**src/pkg/mne_pkg.sv**
```systemverilog
/*
 * Package for the move / no-operation / interrupt-return executor:
 * opcode patterns, field positions, widths and the packed carriers.
 * Assumes a 14-bit instruction word and an 8-bit data path.
 */
package mne_pkg;
    localparam int unsigned INSN_W      = 14;
    localparam int unsigned DATA_W      = 8;
    localparam int unsigned FADDR_W     = 7;
    localparam int unsigned PC_W        = 13;
    localparam int unsigned GIE_BIT     = 7;

    // Opcode fields
    localparam int unsigned OP_HI       = 13;
    localparam int unsigned OP6_LO      = 8;
    localparam int unsigned OP2_LO      = 12;
    localparam int unsigned DEST_BIT    = 7;
    localparam int unsigned LIT_HI      = 7;
    localparam int unsigned FADDR_HI    = 6;

    localparam logic [5:0]  OP_MOVE_FILE = 6'h08;
    localparam logic [5:0]  OP_ZERO6     = 6'h00;
    localparam logic [1:0]  OP_LITERAL   = 2'h3;
    localparam logic [1:0]  LIT_SUB      = 2'h0;
    localparam int unsigned LIT_SUB_HI   = 11;
    localparam int unsigned LIT_SUB_LO   = 10;
    localparam logic [7:0]  LOW_RETFI    = 8'h09;
    // NO_OPERATION low byte is 0xx0_0000: bits 6:5 are don't care
    localparam logic [7:0]  NOP_MASK     = 8'h9f;
    localparam logic [7:0]  NOP_VAL      = 8'h00;
    localparam logic [7:0]  ZERO8        = 8'h00;

    typedef enum logic [2:0] {
        MNE_EXEC   = 3'b001,
        MNE_RELOAD = 3'b010,
        MNE_IDLE   = 3'b100
    } mne_state_t;

    typedef struct packed {
        logic               we;
        logic [FADDR_W-1:0] addr;
        logic [DATA_W-1:0]  data;
    } mne_fwrite_t;

    typedef struct packed {
        logic            pop;
        logic [PC_W-1:0] pc;
        logic            pc_load;
    } mne_flow_t;
endpackage

```
**src/logic/mne_exec.sv**
```systemverilog
/*
 * Executes move-file, load-literal, store-accumulator, no-operation and
 * return-from-interrupt. Assumes the file register read port answers
 * combinationally for file_raddr, and that the stack pops on flow.pop.
 */
`timescale 1ns/1ps
module mne_exec (
    input  wire logic                       clock,
    input  wire logic                       rst,
    input  wire logic                       clk_en,
    input  wire logic                       insn_valid,
    input  wire logic [mne_pkg::INSN_W-1:0] insn,
    input  wire logic [mne_pkg::DATA_W-1:0] file_rdata,
    input  wire logic [mne_pkg::PC_W-1:0]   stack_top,
    output logic      [mne_pkg::FADDR_W-1:0] file_raddr,
    output mne_pkg::mne_fwrite_t             file_wr,
    output mne_pkg::mne_flow_t               flow,
    output logic      [mne_pkg::DATA_W-1:0] acc,
    output logic                            zero_flag,
    output logic                            global_irq_enable,
    output logic                            busy,
    output logic                            illegal
);
    import mne_pkg::*;

    // Field widths worked out from the bit positions
    localparam int unsigned OP6_W = OP_HI - OP6_LO + 1;
    localparam int unsigned OP2_W = OP_HI - OP2_LO + 1;
    localparam int unsigned SUB_W = LIT_SUB_HI - LIT_SUB_LO + 1;

    // Store, no-operation and return share an all-clear top opcode
    function automatic logic top_clear(input logic [INSN_W-1:0] word);
        return word[OP_HI:OP6_LO] == OP_ZERO6;
    endfunction

    // Zero test behind the zero flag
    function automatic logic all_zero(input logic [DATA_W-1:0] value);
        return value == ZERO8;
    endfunction

    mne_state_t state;
    mne_state_t next_state;

    // Registers behind the packed outputs
    logic                wr_we;
    logic [FADDR_W-1:0]  wr_addr;
    logic [DATA_W-1:0]   wr_data;
    logic                rfi_pulse;
    logic [PC_W-1:0]     pc_hold;

    // Instruction fields
    wire logic [OP6_W-1:0]   op6     = insn[OP_HI:OP6_LO];
    wire logic [OP2_W-1:0]   op2     = insn[OP_HI:OP2_LO];
    wire logic [SUB_W-1:0]   lit_sub = insn[LIT_SUB_HI:LIT_SUB_LO];
    wire logic [DATA_W-1:0]  low     = insn[LIT_HI:0];
    wire logic [FADDR_W-1:0] faddr   = insn[FADDR_HI:0];
    wire logic               dest    = insn[DEST_BIT];

    // An instruction is taken only outside the reload slot
    wire logic go = insn_valid && (state == MNE_EXEC);

    // Decode of the five instructions; anything else is flagged
    wire logic is_move  = go && (op6 == OP_MOVE_FILE);
    wire logic is_lit   = go && (op2 == OP_LITERAL)
                        && (lit_sub == LIT_SUB);
    wire logic is_store = go && top_clear(insn) && dest;
    wire logic is_nop   = go && top_clear(insn) && !dest
                        && ((low & NOP_MASK) == NOP_VAL);
    wire logic is_rfi   = go && top_clear(insn) && (low == LOW_RETFI);
    wire logic is_ill   = go
                        && !(is_move || is_lit || is_store || is_nop || is_rfi);

    // Destination select of the move
    wire logic move_acc  = is_move && !dest;
    wire logic move_file = is_move && dest;

    // Next values; the zero flag changes only on a move
    wire logic [DATA_W-1:0] next_acc = is_lit   ? low
                                     : move_acc ? file_rdata : acc;
    wire logic next_zero = is_move ? all_zero(file_rdata) : zero_flag;
    wire logic next_we   = move_file || is_store;
    wire logic [DATA_W-1:0] next_wdata = is_store ? acc : file_rdata;
    wire logic next_gie  = is_rfi ? 1'b1 : global_irq_enable;

    // Read address must be same-cycle, so it cannot wait for a flop
    always_comb begin
        file_raddr = faddr;
    end

    // Return-from-interrupt spends one extra slot on the reload
    always_comb begin
        unique case (state)
            MNE_EXEC: begin
                next_state = is_rfi ? MNE_RELOAD : MNE_EXEC;
            end
            MNE_RELOAD: begin
                next_state = MNE_EXEC;
            end
            default: begin
                next_state = MNE_EXEC;
            end
        endcase
    end

    // Sequencer state
    always_ff @(posedge clock or posedge rst) begin
        if (rst) begin
            state <= MNE_EXEC;
        end else if (clk_en) begin
            state <= next_state;
        end
    end

    // Working register
    always_ff @(posedge clock or posedge rst) begin
        if (rst) begin
            acc <= ZERO8;
        end else if (clk_en) begin
            acc <= next_acc;
        end
    end

    // Zero flag
    always_ff @(posedge clock or posedge rst) begin
        if (rst) begin
            zero_flag <= 1'b0;
        end else if (clk_en) begin
            zero_flag <= next_zero;
        end
    end

    // Pulse for a word that is none of the five
    always_ff @(posedge clock or posedge rst) begin
        if (rst) begin
            illegal <= 1'b0;
        end else if (clk_en) begin
            illegal <= is_ill;
        end
    end

    // High during the reload slot
    always_ff @(posedge clock or posedge rst) begin
        if (rst) begin
            busy <= 1'b0;
        end else if (clk_en) begin
            busy <= is_rfi;
        end
    end

    // Local stand-in for the enable bit; only reset clears it
    always_ff @(posedge clock or posedge rst) begin
        if (rst) begin
            global_irq_enable <= 1'b0;
        end else if (clk_en) begin
            global_irq_enable <= next_gie;
        end
    end

    // File write strobe
    always_ff @(posedge clock or posedge rst) begin
        if (rst) begin
            wr_we <= 1'b0;
        end else if (clk_en) begin
            wr_we <= next_we;
        end
    end

    // File write address
    always_ff @(posedge clock or posedge rst) begin
        if (rst) begin
            wr_addr <= '0;
        end else if (clk_en) begin
            wr_addr <= faddr;
        end
    end

    // File write data
    always_ff @(posedge clock or posedge rst) begin
        if (rst) begin
            wr_data <= ZERO8;
        end else if (clk_en) begin
            wr_data <= next_wdata;
        end
    end

    // Pop and program counter load travel together
    always_ff @(posedge clock or posedge rst) begin
        if (rst) begin
            rfi_pulse <= 1'b0;
        end else if (clk_en) begin
            rfi_pulse <= is_rfi;
        end
    end

    // Stack top captured for the reload
    always_ff @(posedge clock or posedge rst) begin
        if (rst) begin
            pc_hold <= '0;
        end else if (clk_en) begin
            pc_hold <= stack_top;
        end
    end

    // Packed outputs carry flop values only
    assign file_wr = '{we: wr_we, addr: wr_addr, data: wr_data};
    assign flow    = '{pop: rfi_pulse, pc: pc_hold, pc_load: rfi_pulse};

endmodule // mne_exec

```
**config.mk**
```make
export PLATFORM = sky130hd
export DESIGN_NAME = mne_exec
export DESIGN_NICKNAME = d
export VERILOG_FILES = /design/src/pkg/mne_pkg.sv /design/src/logic/mne_exec.sv
export SDC_FILE = /design/constraint.sdc
export NUM_CORES = 1
export LEC_CHECK = 0
export BUFFER_PORTS_ARGS = -buffer_cell sky130_fd_sc_hd__buf_2
export CORE_MARGIN = 4
export CORE_UTILIZATION = 50
export DETAILED_ROUTE_END_ITERATION = 8
export PLACE_DENSITY = 0.82
export SYNTH_ARGS = -nofsm -noshare
export SYNTH_HDL_FRONTEND = slang
export SYNTH_SLANG_ARGS = --single-unit
```
**constraint.sdc**
```tcl
create_clock -name clock -period 2.5 [get_ports clock]
set_input_delay 0.25 -clock clock [delete_from_list [all_inputs] [get_ports clock]]
set_output_delay 0.25 -clock clock [all_outputs]
set_load 0.01 [all_outputs]
```
# == After elaboration in Yosys (flattened, before gate mapping) ==
# Cells that the tools add are included.
# op_classes
n_addsub,0
mul,0
div_mod_pow,0
magnitude_cmp,0
n_eq_ne,4
n_shift,0
muxes,5
n_bitwise,0
reduce_logical,27
# op_table
operator,n
$mux W8,3
$logic_not A8 Y1,2
$logic_and A1 B1 Y1,12
$eq A8 B4 Y1 const B,1
$eq A6 B4 Y1 const B,1
$logic_not A6 Y1,1
$reduce_and A2 Y1,3
$logic_or A1 B1 Y1,5
$mux W2,2
$eq A3 B1 Y1 const B,1
$eq A2 B2 Y1 const B,1
$logic_not A1 Y1,2
$logic_not A2 Y1,1
$reduce_bool A2 Y1,1
# totals
register_bits,44
latchBits,0
mem_bits_rw,0
romBits,0
inputBits,39
output_inout_bits,50
memories,0

# == Logic depth before layout (Yosys ltp) ==
# Gate-level depths: netlist (run 1).
# depth
depth_word,10
mapped_depth,5
ltp_nobuf,4

# == Worst setup path after synthesis (run 1) ==
# No wires, ideal clock.
# synth_path
kind,reg-to-reg
from,register state[0]
to,register acc[0] (netlist name)
setup_ns,0.125
t_arrival_ns,1.484
required_ns,2.375
setup_slack_ns,0.891
path_stages_with_launch,6
path_cell_list,dfstp_2 > and4bb_2 > nand2b_1 > buf_2 > mux2_2 > mux2_4
# synth_between
elab_chain_len,6
word_cells_on_any_way,9
classes_between,1 x eq/ne; 1 x mux; 7 x reduce/logical
# synth_rtl
item,line_no,rtl
"start, declared",mne_exec.sv:41,mne_state_t state;
"start signal, assigned",mne_exec.sv:110,state <= next_state;
$eq A3 B1 Y1 (*),mne_exec.sv:60,wire logic go = insn_valid && (state == MNE_EXEC);
$logic_and A1 B1 Y1 (*),mne_exec.sv:60,
$logic_and A1 B1 Y1 (on tied branches),"mne_exec.sv:64, mne_exec.sv:63",
$logic_and A1 B1 Y1 (on tied branches),"mne_exec.sv:65, mne_exec.sv:74",
$reduce_bool A2 Y1 (no source line),n/a,
$reduce_and A2 Y1 (no source line),n/a,
"end signal, assigned",mne_exec.sv:119,acc <= next_acc;
"end, declared",mne_exec.sv:18,"output logic [mne_pkg::DATA_W-1:0] acc,"
# Mark *: on every way between the ends. The rest lies on a longest branch, timed or not.
# A chain may end at the register's enable or synchronous reset.

# == Worst setup path in the final report (run 1) ==
# layout_path
from,register state[0]
to,register wr_data[1]
# layout_between
elab_chain_len,5
# layout_rtl
item,line_no,rtl
$eq A3 B1 Y1,mne_exec.sv:60,
$logic_and A1 B1 Y1,mne_exec.sv:60,
$logic_and A1 B1 Y1 (2 in series),mne_exec.sv:66,wire logic is_store = go && top_clear(insn) && dest;
$mux W8,mne_exec.sv:82,wire logic [DATA_W-1:0] next_wdata = is_store ? acc : file_rdata;
"end signal, assigned",mne_exec.sv:182,wr_data <= next_wdata;
"end, declared",mne_exec.sv:47,logic [DATA_W-1:0] wr_data;
# No other way between the ends.

==> results.cfg, run 1 <==
[run_status]
outcome = complete, no violations

[synth]
synth_area_mm2 = 0.00202
synthArstFlopShare_pct = 100
synthTopCellsByArea = dfrtp_1, mux2_2, mux2_4, mux2i_1, buf_4
ys_warn_count = 0
syn_avg_cell_area_um2 = 12.8
ys_top_cells_by_count = dfrtp_1, mux2_2, buf_4, nor2_1, a21oi_1
synth_cell_type_count = 30
synth_edf_count = 0
yosys.area.top_type = dfrtp_1
ys_seq_elements = 43
netlist_instances = 157
synth_most_common_cell = dfrtp_1
synth_top_area_share_pct = 52.1
syn_nets = 196
synth-seq-area-share_pct = 53.4
synthFlopType = dfrtp_1

[route]
drc = 0
drtIter0Drc = 117
vias = 1526
wl_per_cell_um = 16.5
avgViaCountPerCell = 5.35
ant_nets = 0
wl_mm = 4.70
drt-pass1-iter-count = 4

[pwr]
p_per_area_mw_per_mm2 = 663
clkPwrFrac_pct = 32.8
leakage_uw = 0.00130
p_seq_share_pct = 48.6
p_int_uw = 1250
switching_share_pct = 25.4
switchingPower_uw = 426
ir_drop_mv = 0.481
combinationalPowerShare_pct = 18.6

[setup_path]
crit_slowest_cell = dfstp_2
arrival_ns = 2.03
cp_top_family = simple AND/OR/NAND/NOR gates
cp-start-kind = flop
crit_required_ns = 2.66
endpoint_kind = flop
cpPeakStageDelay_ns = 0.55
critical_path.max_fanout = 9
path_cells = and4bb_2 -> nand4b_1 -> mux2i_1 -> a21oi_1
setup.worst_path.class = flop to flop
worst-path-buf-inv = 0

[grt]
grt_max_degree = 44
antenna_found_initial = 0
gr-usage-all-layers_pct = 19.8
grt_pass1_vias = 1605
grt_pass1_wl_mm = 7.82
overflow = 0

[floorplan]
core_area_mm2 = 0.00377
rows = 22
die_w_um = 71.5
ioPinCount = 89
die_h_um = 71.5
start_util_pct = 53.5
die-area_mm2 = 0.00511

[clock_network]
cts_buffers = 5
cts_tree = done
holdBufCountCts = 0
insertion_delay_ns = 0.29
cts_resized = 0
path_clk_slew_ns = 0.08
post-cts-setup-buffers = 0
cts.path.max_buffers = 2
cts_max_level = 2
clock-sinks = 43
cts_root_buffer = clkbuf_8

[final_layout]
final_nets = 275
num-fill-cells = 301
drive_gt1_share_pct = 58.2
diodes = 0
area_growth_pct = 25.7

[sta]
slew_viol_final = 0
setup_viol = 0
fin_tns_setup_ns = 0
layout_setup_ws_ns = 0.632
timing.final.crit_period_ns = 1.87
max_clock_freq_ghz = 0.535
rsz0062_at_grt = false
period_share_pct = 74.7
finalHoldViolCount = 0
finClkSkew_ns = 0.00401
worst_slew_pin_slew_ns = 1.14
slew_headroom_pct = 23.4

[place]
dp_slack_ns = 0.626
io_buffer_count = 88
place.gp.congestion = 0.733
dp_hpwl_mm = 3.56

[job]
maxCapViolCount = 0

[worst_hold_path]
min_path_type = primary input to asynchronous set/reset pin
## worst reg2reg max path: stages (launching register included)
cell      delay [ns]
dfstp_2         0.55
and4bb_2        0.25
nand4b_1        0.50
mux2i_1         0.35
a21oi_1         0.09
## cell usage in the layout (no fill, tap or decap)
cell,n
a211o_1,1
nand2b_1,3
clkinv_2,1
o41ai_1,1
a21oi_1,9
nand3b_1,2
buf_4,2
nor2_1,10
nand4_1,1
buf_2,88
clkbuf_8,6
bufinv_16,1
nor4bb_1,1
o31ai_1,1
clkinv_1,1
or4_4,1
o21a_1,1
nor4_1,3
dfrtp_1,42
and4bb_2,1
nand4b_1,1
nor4_4,1
or4_1,1
o22ai_1,1
mux2_2,28
nand2_1,5
o21ai_0,2
inv_1,4
dfstp_2,1
mux2i_1,8
o32ai_1,1
mux2_4,8
## state kept, by name, summed over array words and instances, names as in the netlist
name	flops
acc	8
global_irq_enable	1
illegal	1
pc_hold	13
rfi_pulse	1
state	2
wr_addr	7
wr_data	8
wr_we	1
zero_flag	1
## per-layer routing
metal / GRT usage, % / wire length [µm] / vias to the layer above / part of all wire, %
li1: - / - / 704 / -
met1: 24.9 / 1950 / 740 / 41
met2: 30.5 / 2190 / 74 / 47
met3: 8.42 / 484 / 8 / 10
met4: 6.89 / 80 / 0 / 1.7
met5: 0 / 0 / - / 0
## logic make-up after synthesis
kind of cell    share of synthesized area [%]
flops                                    53.4
compound gates                           5.09
buf+inv                                  6.64
simple gates                             9.25
mux                                      25.6
## through the flow
step / utilization (%) / std cells / instance area, µm² / hold WS (ns) / total power (µW)
2_1_floorplan: - / 157 / 2020 / 0.346 / 999
5_1_grt: 67.2 / 285 / 2530 / 0.168 / 1770
6_report: 67.2 / 285 / 2530 / 0.101 / 1680
3_5_place_dp: 64.1 / 277 / 2420 / 0.456 / 1150
3_3_place_gp: 64.1 / 277 / 2420 / 0.446 / 1140
4_1_cts: 67.2 / 285 / 2530 / 0.129 / 1700
## power by group through the flow
stage,clock [µW],sequential [µW],combinational (µW)
after floorplan,0,859,140
after global placement,0,826,310
after detailed placement,0,830,317
after CTS,567,817,318
after global routing,601,830,343
final,551,817,312
## layout make-up
cell class,count,area (µm²),share of cell area (%)
Sequential cell,43,1080,42.5
Clock inverter,2,35.0,1.38
Multi-Input combinational cell,91,805,31.8
Timing Repair Buffer,90,455,18.0
Inverter,5,18.8,0.741
Tap cell,48,60.1,2.37
Clock buffer,6,82.6,3.26
## path summary, 6_finish.rpt
check	end	slack [ns]	depth (start not counted)	from
min in group clock	pc_hold[2]	0.19	2	stack_top[2]
max in group asynchronous	zero_flag	1.74	3	rst
worst min-delay path	pc_hold[1]	0.10	2	rst
worst max-delay path	wr_data[1]	0.63	4	state[0]
worst min register to register	global_irq_enable	0.48	1	global_irq_enable
worst max register to register	wr_data[1]	0.63	4	state[0]
(Power assumes the default switching activity.)
==> inputs of run 2 (changes only) <==
- CORE_UTILIZATION: 50 -> 47
- PLACE_DENSITY: 0.82 -> 0.78
- clock period: 2.5 -> 1.9 ns (I/O delays scaled with it)
==> results.cfg, run 2 (same netlist as run 1, synthesis figures left out) <==
[route]
drtIter0Drc = 88
wl_per_cell_um = 15.4
wl_mm = 4.46
ant_nets = 0
drc = 0
vias = 1463
avgViaCountPerCell = 5.06
drt-pass1-iter-count = 4

[place]
io_buffer_count = 88
dp_hpwl_mm = 3.36
place_area_mm2 = 0.00243
place.gp.congestion = 0.797
dp_cells = 281
dp_slack_ns = 0.107

[setup_path]
rr_worst_depth = 4
crit_required_ns = 2.08
arrival_ns = 1.95
cp-start-kind = flop
critical_path.max_fanout = 8
setup.worst_path.class = flop to flop
endpoint_kind = flop

[sta]
slew_headroom_pct = 64.0
layout_setup_ws_ns = 0.131
finClkSkew_ns = 0.00458
max_clock_freq_ghz = 0.565
slew_viol_final = 0
timing.final.crit_period_ns = 1.77
setup_viol = 0
fin_tns_setup_ns = 0
worst_slew_pin_slew_ns = 0.540
rsz0062_at_grt = false
period_share_pct = 93.1
finalHoldViolCount = 0

[final_layout]
num-fill-cells = 344
utilization_pct = 62.4
drive_gt1_share_pct = 58.6
top_regs = pc_hold (13), acc (8), wr_data (8)
final_nets = 277
final_common_cell = buf_2
area_growth_pct = 26.6
final_cell_count_no_fill = 289
largest_reg_flops = 13
diodes = 0
final_area_mm2 = 0.00255
final_cell_mix = buf_2, dfrtp_1, mux2_2
regMostFlops = pc_hold

[grt]
overflow = 0
grt_max_degree = 44
antenna_found_initial = 0
grt_pass1_vias = 1504
grt_pass1_wl_mm = 7.45
gr-usage-all-layers_pct = 18.0

[clock_network]
cts_resized = 0
cts_tree = done
cts_max_level = 2
cts_buffers = 5
cts_root_buffer = clkbuf_8
post-cts-setup-buffers = 0
holdBufCountCts = 0
insertion_delay_ns = 0.29
cts.path.max_buffers = 2
path_clk_slew_ns = 0.08
clock-sinks = 43

[floorplan]
ioPinCount = 89
core_area_mm2 = 0.00409
rows = 23
start_util_pct = 49.3
die_w_um = 73.5
die_h_um = 73.5
die-area_mm2 = 0.00540

[pwr]
leakage_uw = 0.00131
p_per_area_mw_per_mm2 = 866
ir_drop_mv = 0.527

[worst_hold_path]
min_path_type = primary input to asynchronous set/reset pin

[job]
maxCapViolCount = 0

[run_status]
outcome = complete, no violations
==> run 2: final timing paths <==
kind	startpoint	to	slack, ns
setup / recovery	state[0]	acc[3]	0.13
hold / removal	rst	pc_hold[1]	0.01
setup reg to reg	state[0]	acc[3]	0.13
hold reg to reg	global_irq_enable	global_irq_enable	0.49
max in group asynchronous	rst	state[0]	1.52
min in group clock	stack_top[1]	pc_hold[1]	0.12
==> run 2: stage by stage <==
| step | hold WS, ns | total power, µW |
|---|---|---|
| 2_1_floorplan | 0.286 | 1310 |
| 3_3_place_gp | 0.350 | 1500 |
| 3_5_place_dp | 0.348 | 1500 |
| 4_1_cts | 0.0282 | 2240 |
| 5_1_grt | 0.0497 | 2340 |
| 6_report | 0.0137 | 2210 |
==> run 2: layout make-up <==
| class | count | area, µm² | share of cell area [%] |
|---|---|---|---|
| sequential | 43 | 1080 | 42.2 |
| multi-input combinational | 91 | 805 | 31.5 |
| timing repair buffer | 92 | 470 | 18.4 |
| clock buffer | 6 | 82.6 | 3.24 |
| tap | 50 | 62.6 | 2.45 |
| clock inverter | 2 | 35.0 | 1.37 |
| inverter | 5 | 18.8 | 0.736 |
==> run 2: metal layers <==
metal  GRT usage (%)  vias up  wire [µm]
li1                -      709          -
met1            24.6      677       2010
met2            26.2       71       1870
met3            7.39        6        523
met4            5.43        0         56
met5               0        -          0
==> run 2: worst max-delay path, stage by stage, from the launching register on <==
cell	delay, ns
dfstp_2	0.55
and4bb_2	0.26
nand2b_1	0.24
mux2_2	0.35
mux2_4	0.27
==> run 2: power breakdown <==
part           internal [µW]  total [µW]  switching (µW)  leakage, µW
registers               1010        1070            61.5     0.000518
logic                    213         407             194     0.000731
clock network            425         729             303    0.0000612
total                   1650        2210             559      0.00131
